--- src/lwd_map.vh ---
// Function
// lower limit high byte at 0x0C
// upper limit bytes at 0x0D, 0x0E
// limits form window on visible or infrared
// host pauses ambient measurements before limit change
// revisions up to A10 use compressed limits
// 0x0D exists only from sequencer A03
// 0x0F bits 7:4 set emitter two
// single-emitter parts keep emitter two zero
// 0x0F bits 3:0 set emitter one
// 0000 off, 0001 least, 1111 most
// 0x10 bits 3:0 emitter three, rest reserved
// one/two emitter parts keep emitter three zero
// all limit and drive registers reset zero
// lower limit low byte at 0x0B
// compare each ambient result, flag window event
`ifndef LWD_MAP_VH
`define LWD_MAP_VH

`define LWD_OFS_LOWER_LO    8'h0b
`define LWD_OFS_LOWER_HI    8'h0c
`define LWD_OFS_UPPER_LO    8'h0d
`define LWD_OFS_UPPER_HI    8'h0e
`define LWD_OFS_DRIVE_12    8'h0f
`define LWD_OFS_DRIVE_3     8'h10

`define LWD_RST_BYTE        8'h00
`define LWD_RST_NIBBLE      4'h0
`define LWD_UNMAPPED_READ   8'h00

`define LWD_EMIT1_LSB       0
`define LWD_EMIT2_LSB       4
`define LWD_EMIT3_LSB       0
`define LWD_FIELD_W         4
`define LWD_LEVEL_OFF       4'h0

`define LWD_REV_A03         8'h03
`define LWD_REV_A10         8'h10

`define LWD_CMP_EXP_MSB     7
`define LWD_CMP_EXP_LSB     4
`define LWD_CMP_FRAC_SHIFT  4

`define LWD_BIT_LAST        4'd7
`define LWD_ACK_SLOT        4'd8
`define LWD_BIT_PRE         4'd15

`endif

--- src/lwd_regs.v ---
`include "lwd_map.vh"

module lwd_regs #(
	parameter [6:0] DEV_ADDR  = 7'h40,
	parameter [7:0] SEQ_REV   = 8'h11,
	parameter       EMITTERS  = 3
) (
	input  wire        ref_clk,
	input  wire        rst,
	input  wire        sclIn,
	input  wire        sdaIn,
	output wire        sdaOut,
	output wire        sdaOe,
	input  wire        resultValid,
	input  wire        useInfrared,
	input  wire [15:0] visibleResult,
	input  wire [15:0] infraredResult,
	input  wire        proxActive,
	output wire [15:0] ambientLowerLimit,
	output wire [15:0] ambientUpperLimit,
	output wire        windowEvent,
	output wire [15:0] lastResult,
	output wire [11:0] emitterLevel,
	output wire [2:0]  emitterSink
);

	localparam COMPRESSED  = (SEQ_REV <= `LWD_REV_A10);
	localparam UPPER_LO_OK = (SEQ_REV >= `LWD_REV_A03);

	localparam [2:0] ST_IDLE = 3'd0;
	localparam [2:0] ST_ADDR = 3'd1;
	localparam [2:0] ST_REG  = 3'd2;
	localparam [2:0] ST_WR   = 3'd3;
	localparam [2:0] ST_RD   = 3'd4;

	// compressed limit: upper nibble exponent, lower nibble fraction
	function [15:0] lwd_expand;
		input [7:0] c;
		reg   [31:0] w;
		begin
			w = {27'd0, 1'b1, c[3:0]} << c[`LWD_CMP_EXP_MSB:`LWD_CMP_EXP_LSB];
			w = w >> `LWD_CMP_FRAC_SHIFT;
			if (c == `LWD_RST_BYTE) begin
				lwd_expand = 16'h0000;
			end else if (|w[31:16]) begin
				lwd_expand = 16'hffff;
			end else begin
				lwd_expand = w[15:0];
			end
		end
	endfunction

	// a register that the revision leaves out reads zero and drops writes
	function hit;
		input [7:0] a;
		begin
			case (a)
				`LWD_OFS_LOWER_LO: hit = 1'b1;
				`LWD_OFS_LOWER_HI: hit = !COMPRESSED;
				`LWD_OFS_UPPER_LO: hit = UPPER_LO_OK && !COMPRESSED;
				`LWD_OFS_UPPER_HI: hit = 1'b1;
				`LWD_OFS_DRIVE_12: hit = 1'b1;
				`LWD_OFS_DRIVE_3:  hit = 1'b1;
				default:           hit = 1'b0;
			endcase
		end
	endfunction

	reg  [7:0] lowerLo_q;
	reg  [7:0] lowerHi_q;
	reg  [7:0] upperLo_q;
	reg  [7:0] upperHi_q;
	reg  [7:0] drive12_q;
	reg  [3:0] drive3_q;

	reg  [2:0] state_q;
	reg  [3:0] bitCnt_q;
	reg  [7:0] rxShift_q;
	reg  [7:0] txShift_q;
	reg  [7:0] ptr_q;
	reg        readDir_q;
	reg        masterNack_q;
	reg        sdaOut_q;
	reg        sdaOe_q;
	reg        sclPrev_q;
	reg        sdaPrev_q;

	reg  [7:0] readData;
	reg        regWrite;

	wire sclRise   = sclIn & ~sclPrev_q;
	wire sclFall   = ~sclIn & sclPrev_q;
	wire startCond = sclIn & sclPrev_q & sdaPrev_q & ~sdaIn;
	wire stopCond  = sclIn & sclPrev_q & ~sdaPrev_q & sdaIn;

	assign sdaOut = sdaOut_q;
	assign sdaOe  = sdaOe_q;

	always @* begin
		readData = `LWD_UNMAPPED_READ;
		if (hit(ptr_q)) begin
			case (ptr_q)
				`LWD_OFS_LOWER_LO: readData = lowerLo_q;
				`LWD_OFS_LOWER_HI: readData = lowerHi_q;
				`LWD_OFS_UPPER_LO: readData = upperLo_q;
				`LWD_OFS_UPPER_HI: readData = upperHi_q;
				`LWD_OFS_DRIVE_12: readData = drive12_q;
				`LWD_OFS_DRIVE_3:  readData = {`LWD_RST_NIBBLE, drive3_q};
				default:           readData = `LWD_UNMAPPED_READ;
			endcase
		end
	end

	// byte taken on the falling clock edge that closes its eighth bit
	always @* begin
		regWrite = sclFall && (state_q == ST_WR) && (bitCnt_q == `LWD_BIT_LAST);
	end

	always @(posedge ref_clk) begin
		if (rst) begin
			sclPrev_q <= 1'b1;
			sdaPrev_q <= 1'b1;
		end else begin
			sclPrev_q <= sclIn;
			sdaPrev_q <= sdaIn;
		end
	end

	always @(posedge ref_clk) begin
		if (rst) begin
			state_q      <= ST_IDLE;
			bitCnt_q     <= 4'd0;
			rxShift_q    <= 8'h00;
			txShift_q    <= 8'h00;
			ptr_q        <= 8'h00;
			readDir_q    <= 1'b0;
			masterNack_q <= 1'b0;
			sdaOut_q     <= 1'b1;
			sdaOe_q      <= 1'b0;
		end else if (startCond) begin
			state_q  <= ST_ADDR;
			bitCnt_q <= `LWD_BIT_PRE;
			sdaOe_q  <= 1'b0;
		end else if (stopCond) begin
			state_q  <= ST_IDLE;
			sdaOe_q  <= 1'b0;
		end else if (state_q != ST_IDLE) begin
			if (sclRise) begin
				if (bitCnt_q == `LWD_ACK_SLOT) begin
					masterNack_q <= sdaIn;
				end else begin
					rxShift_q <= {rxShift_q[6:0], sdaIn};
				end
			end else if (sclFall) begin
				// the fall that closes a start carries no bit
				if (bitCnt_q == `LWD_BIT_PRE) begin
					bitCnt_q <= 4'd0;
				end else if (bitCnt_q < `LWD_BIT_LAST) begin
					bitCnt_q <= bitCnt_q + 4'd1;
					if (state_q == ST_RD) begin
						sdaOut_q  <= txShift_q[6];
						sdaOe_q   <= 1'b1;
						txShift_q <= {txShift_q[6:0], 1'b0};
					end
				end else if (bitCnt_q == `LWD_BIT_LAST) begin
					bitCnt_q <= `LWD_ACK_SLOT;
					case (state_q)
						ST_ADDR: begin
							if (rxShift_q[7:1] == DEV_ADDR) begin
								readDir_q <= rxShift_q[0];
								sdaOut_q  <= 1'b0;
								sdaOe_q   <= 1'b1;
							end else begin
								state_q <= ST_IDLE;
								sdaOe_q <= 1'b0;
							end
						end
						ST_REG: begin
							ptr_q    <= rxShift_q;
							sdaOut_q <= 1'b0;
							sdaOe_q  <= 1'b1;
						end
						ST_WR: begin
							// pointer advances so bytes of a limit go in one burst
							ptr_q    <= ptr_q + 8'h01;
							sdaOut_q <= 1'b0;
							sdaOe_q  <= 1'b1;
						end
						ST_RD: begin
							sdaOe_q <= 1'b0;
						end
						default: begin
							state_q <= ST_IDLE;
							sdaOe_q <= 1'b0;
						end
					endcase
				end else begin
					bitCnt_q <= 4'd0;
					sdaOe_q  <= 1'b0;
					case (state_q)
						ST_ADDR: begin
							if (readDir_q) begin
								state_q   <= ST_RD;
								txShift_q <= readData;
								sdaOut_q  <= readData[7];
								sdaOe_q   <= 1'b1;
								ptr_q     <= ptr_q + 8'h01;
							end else begin
								state_q <= ST_REG;
							end
						end
						ST_REG: begin
							state_q <= ST_WR;
						end
						ST_WR: begin
							state_q <= ST_WR;
						end
						ST_RD: begin
							if (masterNack_q) begin
								state_q <= ST_IDLE;
							end else begin
								txShift_q <= readData;
								sdaOut_q  <= readData[7];
								sdaOe_q   <= 1'b1;
								ptr_q     <= ptr_q + 8'h01;
							end
						end
						default: begin
							state_q <= ST_IDLE;
						end
					endcase
				end
			end
		end
	end

	// host is expected to pause ambient work first; a torn pair is possible otherwise
	always @(posedge ref_clk) begin
		if (rst) begin
			lowerLo_q <= `LWD_RST_BYTE;
			lowerHi_q <= `LWD_RST_BYTE;
			upperLo_q <= `LWD_RST_BYTE;
			upperHi_q <= `LWD_RST_BYTE;
			drive12_q <= `LWD_RST_BYTE;
			drive3_q  <= `LWD_RST_NIBBLE;
		end else if (regWrite && hit(ptr_q)) begin
			case (ptr_q)
				`LWD_OFS_LOWER_LO: lowerLo_q <= rxShift_q;
				`LWD_OFS_LOWER_HI: lowerHi_q <= rxShift_q;
				`LWD_OFS_UPPER_LO: upperLo_q <= rxShift_q;
				`LWD_OFS_UPPER_HI: upperHi_q <= rxShift_q;
				`LWD_OFS_DRIVE_12: drive12_q <= rxShift_q;
				`LWD_OFS_DRIVE_3:  drive3_q  <= rxShift_q[3:0];
				default:           drive3_q  <= drive3_q;
			endcase
		end
	end

	// older revisions keep one compressed byte per limit
	assign ambientLowerLimit = COMPRESSED ? lwd_expand(lowerLo_q) :
		{lowerHi_q, lowerLo_q};
	assign ambientUpperLimit = COMPRESSED ? lwd_expand(upperHi_q) :
		{upperHi_q, UPPER_LO_OK ? upperLo_q : 8'h00};

	lwd_window_cmp u_window (
		.ref_clk        (ref_clk),
		.rst            (rst),
		.resultValid    (resultValid),
		.useInfrared    (useInfrared),
		.visibleResult  (visibleResult),
		.infraredResult (infraredResult),
		.lowerLimit     (ambientLowerLimit),
		.upperLimit     (ambientUpperLimit),
		.windowEvent_q  (windowEvent),
		.lastResult_q   (lastResult)
	);

	wire [11:0] fields = {drive3_q[`LWD_EMIT3_LSB +: `LWD_FIELD_W],
		drive12_q[`LWD_EMIT2_LSB +: `LWD_FIELD_W],
		drive12_q[`LWD_EMIT1_LSB +: `LWD_FIELD_W]};

	reg  [11:0] level_q;
	reg  [2:0]  sink_q;
	wire [11:0] level_d;
	wire [2:0]  sink_d;

	genvar i;
	generate
		for (i = 0; i < 3; i = i + 1) begin : g_emit
			// absent pins are forced off even if the host writes a level
			assign level_d[4*i +: 4] = (i < EMITTERS) ? fields[4*i +: 4] : `LWD_LEVEL_OFF;
			assign sink_d[i] = proxActive && (level_d[4*i +: 4] != `LWD_LEVEL_OFF);
		end
	endgenerate

	always @(posedge ref_clk) begin
		if (rst) begin
			level_q <= {3{`LWD_LEVEL_OFF}};
			sink_q  <= 3'h0;
		end else begin
			level_q <= level_d;
			sink_q  <= sink_d;
		end
	end

	assign emitterLevel = level_q;
	assign emitterSink  = sink_q;

endmodule

--- src/lwd_window_cmp.v ---
`include "lwd_map.vh"

module lwd_window_cmp (
	input  wire        ref_clk,
	input  wire        rst,
	input  wire        resultValid,
	input  wire        useInfrared,
	input  wire [15:0] visibleResult,
	input  wire [15:0] infraredResult,
	input  wire [15:0] lowerLimit,
	input  wire [15:0] upperLimit,
	output reg         windowEvent_q,
	output reg  [15:0] lastResult_q
);

	reg  [15:0] selected;
	reg         outside;

	// the event is flagged for every valid reading that lies outside the window
	always @* begin
		selected = useInfrared ? infraredResult : visibleResult;
		outside  = (selected < lowerLimit) || (selected > upperLimit);
	end

	always @(posedge ref_clk) begin
		if (rst) begin
			windowEvent_q <= 1'b0;
			lastResult_q  <= 16'h0000;
		end else begin
			windowEvent_q <= resultValid & outside;
			if (resultValid) begin
				lastResult_q <= selected;
			end
		end
	end

endmodule
--- config.mk ---
export PLATFORM = sky130hd
export DESIGN_NAME = lwd_regs
export DESIGN_NICKNAME = d
export VERILOG_FILES = /design/src/lwd_regs.v /design/src/lwd_window_cmp.v
export VERILOG_INCLUDE_DIRS = /design/src /design/src/src
export SDC_FILE = /design/constraint.sdc
export NUM_CORES = 1
export LEC_CHECK = 0
export BUFFER_PORTS_ARGS = -buffer_cell sky130_fd_sc_hd__clkbuf_2
export CORE_ASPECT_RATIO = 0.5
export CORE_MARGIN = 8
export CORE_UTILIZATION = 56
export CTS_CLUSTER_DIAMETER = 120
export DETAILED_ROUTE_END_ITERATION = 16
export PLACE_DENSITY = 0.82
export SYNTH_ARGS = -nofsm -noshare
export SYNTH_HDL_FRONTEND = slang
export SYNTH_SLANG_ARGS = --single-unit
--- constraint.sdc ---
create_clock -name ref_clk -period 3 [get_ports ref_clk]
set_input_delay 0.6 -clock ref_clk [delete_from_list [all_inputs] [get_ports ref_clk]]
set_output_delay 0.6 -clock ref_clk [all_outputs]
set_load 0.05 [all_outputs]
Word level (Yosys, flattened, before mapping):

Cells that the tools add are included.

* flip-flop bits (word level): 112
* output and inout port bits: 66

* $add $sub $neg: 2
* $lt $le $gt $ge: 3
* equal/unequal tests: 36
* muxes and demuxes: 53
* bitwise gates (word level): 18
* reduce and logical (&&, ||, !) cells: 37

Operator list (number)
* $pmux W8 S6: 1
* $eq A8 B4 Y1 const B: 5
* $mux W7: 5
* $mux W4: 8
* $mux W8: 4
* $pmux W8 S2: 2
* $ne A3 B3 Y1 const B: 8
* $reduce_and A11 Y1: 2
* $mux W1: 21
* $gt A16 B16 Y1: 1
* $lt A16 B16 Y1: 1
* $mux W16: 1
* $ne A4 B4 Y1 const B: 4
* $reduce_and A8 Y1: 2
* $reduce_and A5 Y1: 3
* $pmux W7 S2: 1
* $mux W3: 4
* $reduce_and A12 Y1: 1
* $reduce_and A2 Y1: 6
* $reduce_bool A3 Y1: 4
* $reduce_bool A4 Y1: 3
* $ne A5 B5 Y1 const B: 2
* $not A1 Y1: 10
* $reduce_and A10 Y1: 1
* 26 further kinds: 49

Depth between registers and ports, before layout:

Gate-level depths: netlist (run 1).

* depth after elaboration: 11
* mapped depth: 9
* gate-level depth less buffers: 7

Modules after synthesis:

A second synthesis (run 1) with hierarchy kept.

* cells, all modules: 662
* area, all modules: 6077.1 um^2

By module, submodules not included
* lwd_regs: instances 1, cells each 483, area an instance 4530.6 um^2, sequential area each 1901.8 um^2
* lwd_window_cmp: instances 1, cells each 179, area an instance 1546.5 um^2, sequential area each 340.3 um^2

Worst setup path after synthesis (run 1):

OpenSTA, ideal clock, no wires.

* kind: input to register
* start: input useInfrared
* end: register u_window.windowEvent_q
* library setup time: 0.129 ns
* arrival time: 2.625 ns
* data required time: 2.871 ns
* slack: 0.246 ns
* stages: 9
* buffers on the path: 2
* cell sequence: clkbuf_1 -> clkbuf_1 -> mux2_2 -> ha_1 -> a21oi_1 -> o21ai_0 -> a221o_1 -> a211oi_1 -> o32ai_1

* word-level cells in the longest chain between the ends: 4

RTL lines
* start, declared: line lwd_regs.v:15 `input wire useInfrared,`
* $mux W16 (*): line lwd_window_cmp.v:21 `selected = useInfrared ? infraredResult : visibleResult;`
* named net u_window.selected[7]: line lwd_window_cmp.v:16 `reg [15:0] selected;`
* $lt A16 B16 Y1 or $gt A16 B16 Y1 (tied branches): line lwd_window_cmp.v:22 `outside = (selected < lowerLimit) || (selected > upperLimit);`
* $logic_or A1 B1 Y1 (*): line lwd_window_cmp.v:22
* $and A1 B1 Y1 (*): line lwd_window_cmp.v:30 `windowEvent_q <= resultValid & outside;`
* end signal, assigned: line lwd_window_cmp.v:30
* end, declared: line lwd_window_cmp.v:12 `output reg windowEvent_q,`

The timed path passes the listed nets; every way through them passes the cells marked *.
A chain may end at the register's enable or synchronous reset.

Worst setup path in the final report (run 1):

* start: register bitCnt_q[1]
* end: register txShift_q[1]

* word-level cells in the longest chain between the ends: 3

RTL lines
* start, declared: line lwd_regs.v:77 `reg [3:0] bitCnt_q;`
* start signal, assigned: line lwd_regs.v:142 `` bitCnt_q <= `LWD_BIT_PRE; ``
* start signal, assigned: line lwd_regs.v:159 `bitCnt_q <= bitCnt_q + 4'd1;`
* start signal, assigned: line lwd_regs.v:166 `` bitCnt_q <= `LWD_ACK_SLOT; ``
* $lt A4 B3 Y1 (no line) (tied with other cells)
* $ne A3 B3 Y1 (no line) (tied with other cells)
* $reduce_and A11 Y1 (no line)
* end signal, assigned: line lwd_regs.v:163 `txShift_q <= {txShift_q[6:0], 1'b0};`
* end signal, assigned: line lwd_regs.v:204 `txShift_q <= readData;`
* end signal, assigned: line lwd_regs.v:222 `txShift_q <= readData;`
* end, declared: line lwd_regs.v:79 `reg [7:0] txShift_q;`

Parallel ways exist; a longest one is shown, timed or not.

==> results of run 1 <==
[layer usage]
metal | track usage | vias to the layer above | part of all wire
met5 | 0 | - | 0
met1 | 0.295 | 2511 | 0.44
li1 | - | 2543 | -
met2 | 0.382 | 238 | 0.46
met3 | 0.0662 | 28 | 0.088
met4 | 0.0760 | 0 | 0.017
[synthesized netlist by cell type, types with 3 or more instances]
library cell / number / area share
dfxtp_1: 112 / 0.37
o32ai_1: 3 / 0.0044
a2bb2oi_1: 4 / 0.0058
nor4b_1: 3 / 0.0044
nor2_1: 84 / 0.052
nor3_1: 16 / 0.013
o21ai_0: 20 / 0.017
nor2b_1: 14 / 0.015
a222oi_1: 7 / 0.012
nor3b_1: 4 / 0.0050
a211oi_1: 7 / 0.0087
nand3_1: 12 / 0.010
mux2_2: 17 / 0.032
nor4_1: 6 / 0.0062
ha_1: 37 / 0.077
nand3b_1: 8 / 0.010
or3_1: 3 / 0.0031
nand3_2: 3 / 0.0050
nand4_1: 5 / 0.0052
clkbuf_1: 29 / 0.018
a21oi_1: 32 / 0.027
o211ai_1: 7 / 0.0087
inv_1: 41 / 0.026
buf_2: 11 / 0.0092
a31oi_1: 4 / 0.0042
nand2_1: 31 / 0.019
mux2i_1: 73 / 0.12
a21o_1: 3 / 0.0037
a221oi_1: 4 / 0.0058
nand2b_1: 6 / 0.0062
a22oi_1: 5 / 0.0062
[worst max-delay path, stage by stage, from the launching register on]
cell      delay, ns
dfxtp_1        0.41
ha_1           0.37
a21oi_2        0.21
a2111o_1       0.52
a211oi_2       0.67
o211ai_1       0.19
a21oi_1        0.17
[power by group through the flow]
| stage | Combinational [mW] | Sequential [mW] | Clock (mW) |
|---|---|---|---|
| after CTS | 0.308 | 1.53 | 1.15 |
| after floorplan | 0.172 | 1.61 | 0 |
| final | 0.311 | 1.53 | 1.14 |
| after global placement | 0.299 | 1.56 | 0 |
| after global routing | 0.340 | 1.53 | 1.20 |
| after detailed placement | 0.306 | 1.56 | 0 |
[registers in the layout, indices dropped and copies added (netlist names), 3 cells and up]
| signal | count |
|---|---|
| u_window.lastResult_q | 16 |
| emitterLevel | 12 |
| drive12_q | 8 |
| lowerHi_q | 8 |
| lowerLo_q | 8 |
| ptr_q | 8 |
| rxShift_q | 8 |
| upperHi_q | 8 |
| upperLo_q | 8 |
| txShift_q | 7 |
| bitCnt_q | 4 |
| drive3_q | 4 |
| emitterSink | 3 |
| state_q | 3 |
[layout make-up]
type,instances,area (um^2),area share
repair buffers,109,558,0.0818
clock inverters,5,40.0,0.00587
clock buffers,11,233,0.0341
inverters,41,154,0.0225
multi-input cells,468,3420,0.502
flip-flops and latches,112,2240,0.329
well taps,140,175,0.0257
[logic make-up after synthesis]
group                    synth area share
buffers and inverters              0.0582
adder cells (fa/ha/maj)            0.0770
multiplexers                        0.153
XOR/XNOR                          0.00146
AND/OR/NAND/NOR                     0.192
flip-flops                          0.373
AO/OA/AOI/OAI                       0.145
[final timing paths]
path | startpoint | depth (start not counted) | endpoint
setup / recovery | bitCnt_q[1] | 6 | txShift_q[1]
hold / removal | txShift_q[0] | 2 | txShift_q[0]
setup reg to reg | bitCnt_q[1] | 6 | txShift_q[1]
hold reg to reg | txShift_q[0] | 2 | txShift_q[0]
[stage by stage]
step                      hold WS (ns)  setup WS, ns   util  area [um^2]  power (mW)
after CTS                        0.476         0.448  0.660         6830        2.98
after global placement           0.451         0.399  0.633         6550        1.86
after detailed placement         0.464         0.256  0.633         6550        1.87
final                            0.482         0.383  0.660         6830        2.98
after floorplan                  0.436         0.246      -         6020        1.78
after global routing             0.505         0.216  0.660         6830        3.08
==> summary.txt, run 1 <==
Status - completed
Hold Path Class - flop to flop
Most frequent cells in the layout - dfxtp_1 (112), clkbuf_2 (103), nor2_1 (84)
Slew Limit Fails - 0
Crit path required time - 3.28 ns
Top-Level Pins - 105
NetSw - 786 uW
Worst Max-Slew Pin Slew - 0.751 ns
CTS root buf - clkbuf_16
Tcrit/Tclk final - 0.872
Worst path arrival time - 2.90 ns
Post-CTS Setup Bufs - 0
CTS Hold Bufs - 0
Synthesized flop and latch total - 112
Avg Inst Size Synth - 9.05 um^2
Area grow syn2layout - 13.5%
Die X - 163 um
Setup Skew - 0.00855 ns
Drt drc - 0
First-pass GRT wire length - 27100 um
Sw frac - 0.263
Minimum clock period - 2.62 ns
Layout cells sized above 1 - 0.216
Type of origin of the critical path - flop
Dpl hpwl - 12400 um
Post-synth ARST share - 0
Syn nets - 741
CP Capture Type - flop
Mapped Area - 6020 um^2
Port bufs - 104
Commonest non-fill, non-tap cell in the layout - dfxtp_1
Vias - 5320
Total gr overflow - 0
Antenna violations before repair - 0
CTS HTree Levels - 3
ANT cells - 0
GRT Total Usage - 0.233
Clk Latency, worst-skew pair - 0.35 ns
Initial DRC count - 449
Post-CTS resize count - 0
DRT antenna net count - 0
DP Cell Count - 870
Die height - 89.3 um
R2R Setup Slk - 0.38 ns
Max_slew headroom - 0.498
Comb power frac - 0.104
DR WL/cell - 18.9 um
Synth warn - 0
Final setup TNS - 0 ns
Placer Congestion - 0.915
Ys flop type - dfxtp_1
Sequential power share - 0.513
VDD IR-drop max - 0.000305 V
Via/cell ratio - 6.00
Post-synthesis sequential area ratio - 0.373
PD cells - 437 nW/um^2
Post-synthesis cell count - 665
Distinct cell type count after synthesis - 77
RSZ-0062 raised after global routing - false
Internal Power - 2.20 mW
Drt total wl - 16700 um
Vias in the first global route - 5242
Clock Power Share - 0.383
Nets - 817
Largest net degree at the start of global routing - 57
Maximum buffer depth of the clock tree - 2
Crit Path Category - flop to flop
Post-synth EDFFs - 0
Crit-path max FO - 13
Clock transition at the registers of the reported paths - 0.08 ns
Count of clock tree sinks - 112
Final cell count without fillers - 886
Final setup fails - 0
FP Rows - 26
Fillers - 850
Fmax - 382 MHz
Core area - 10300 um^2
Hold Fails Final Rpt - 0
P_leak - 3.02 nW
Die area - 14500 um^2
Initial Util - 0.582
CTS Buf Count - 9
TritonCTS clock tree - built
Maxcap violations - 0
First-pass iteration count of the detailed router - 9
Power figures use the tool's default switching activity.
==> run 2, diff against run 1 <==
==> constraint.sdc (replaced) <==
create_clock -name ref_clk -period 3 [get_ports ref_clk]
set_input_delay 0.3 -clock ref_clk [delete_from_list [all_inputs] [get_ports ref_clk]]
set_output_delay 0.3 -clock ref_clk [all_outputs]
set_load 0.05 [all_outputs]
==> run 2 against run 1 <==
  * Worst hold slack got worse by 0.26 ns
  * Largest power group unchanged
  * Cell count is 0.34% lower
  * Clock skew shrank 0.0014 ns
  * Die area unchanged
  * Combinational power shrank 2%
  * Final area is essentially flat
==> summary.txt, run 2 (synthesis gave the netlist of run 1 again) <==
CTS root buf - clkbuf_16
Status - completed
Crit-path max cell delay - 0.62 ns
Critical path origin - bitCnt_q[1]
Hold Fails Final Rpt - 0
TritonCTS clock tree - built
Type of origin of the critical path - flop
Hold Path Class - input pin to flop
CTS Hold Bufs - 0
Dpl hpwl - 12300 um
Largest reg by FF count - u_window.lastResult_q
Crit Path Category - flop to flop
Total gr overflow - 0
Drt total wl - 16500 um
Largest net degree at the start of global routing - 60
Most frequent cells in the layout - dfxtp_1 (112), clkbuf_2 (103), nor2_1 (84)
First-pass iteration count of the detailed router - 6
Fmax - 401 MHz
Crit-path leading delay family - compound AO/OA/AOI/OAI gates
Maxcap violations - 0
VDD IR-drop max - 0.000299 V
Core area - 10300 um^2
Area grow syn2layout - 13.4%
DR WL/cell - 18.7 um
Final cell count without fillers - 883
Die height - 89.3 um
Max_slew headroom - 0.544
Fillers - 823
Crit path required time - 3.28 ns
Setup Skew - 0.00710 ns
Layout cells sized above 1 - 0.215
CTS HTree Levels - 3
Tcrit/Tclk final - 0.830
CP bufs+invs - 0
Placer Congestion - 0.932
DRT antenna net count - 0
Post-CTS resize count - 0
Slowest-stage cell, CP - a211oi_2
Post-CTS Setup Bufs - 0
Reg2reg start - bitCnt_q[1]
Worst path arrival time - 2.77 ns
Port bufs - 104
Worst Max-Slew Pin Slew - 0.683 ns
Vias in the first global route - 5203
Hold Startpoint - sclIn
Crit-path max FO - 13
Die area - 14500 um^2
Final setup fails - 0
Final setup TNS - 0 ns
GRT Total Usage - 0.230
Antenna violations before repair - 0
Maximum buffer depth of the clock tree - 2
Count of clock tree sinks - 112
First-pass GRT wire length - 26800 um
Initial Util - 0.582
Initial DRC count - 543
FP Rows - 26
Nets - 815
DP Cell Count - 868
Top-Level Pins - 105
PD cells - 438 nW/um^2
Commonest non-fill, non-tap cell in the layout - dfxtp_1
Clk Latency, worst-skew pair - 0.35 ns
CP Capture Type - flop
CP Cell Sequence - ha_1 -> a21oi_2 -> a2111o_1 -> a211oi_2 -> o211ai_1 -> a21oi_1
ANT cells - 0
Die X - 163 um
Via/cell ratio - 6.00
Vias - 5301
Minimum clock period - 2.49 ns
Number of flip-flops under the largest register name - 16
Slew Limit Fails - 0
CTS Buf Count - 9
Clock transition at the registers of the reported paths - 0.07 ns
Drt drc - 0
P_leak - 3.02 nW
RSZ-0062 raised after global routing - false
## run 2: changes by cell type in the layout (fill, tap and decap cells not counted), sizes merged
cell,previous run,this run
buf,6,4
inv,43,42
## run 2: metrics by stage
stage	util	total power [mW]	worst slack (ns)	hold WS (ns)	instance area, um^2
after detailed placement	0.632	1.87	0.576	0.464	6540
after floorplan	-	1.78	0.546	0.383	6020
after CTS	0.659	3.00	0.553	0.208	6820
after global routing	0.659	3.10	0.337	0.219	6820
final	0.659	2.99	0.509	0.220	6820
after global placement	0.632	1.86	0.625	0.451	6540
## run 2: per-layer routing
metal / vias to the layer above / wire, um / global-route usage / share of wire
li1: 2537 / - / - / -
met1: 2505 / 7330 / 0.293 / 0.45
met2: 228 / 7440 / 0.378 / 0.45
met3: 31 / 1400 / 0.0611 / 0.085
met4: 0 / 303 / 0.0686 / 0.018
met5: - / 0 / 0 / 0
## run 2: power by group
part / internal (mW) / switching, mW
Clock: 0.607 / 0.546
Combinational: 0.114 / 0.192
Sequential: 1.51 / 0.0200
## run 2: final cells by class
| class | instances | area, um^2 | share of cell area |
|---|---|---|---|
| multi-input cells | 468 | 3420 | 0.502 |
| flip-flops and latches | 112 | 2240 | 0.329 |
| repair buffers | 107 | 543 | 0.0796 |
| clock buffers | 11 | 253 | 0.0371 |
| well taps | 140 | 175 | 0.0257 |
| inverters | 41 | 154 | 0.0226 |
| clock inverters | 4 | 28.8 | 0.00422 |
## run 2: worst paths after layout
kind                                endpoint  slack [ns]  depth (start not counted)
worst max-delay path            txShift_q[3]        0.51                          6
worst min-delay path               sclPrev_q        0.22                          2
worst max register to register  txShift_q[3]        0.51                          6
worst min register to register  txShift_q[3]        0.48                          2
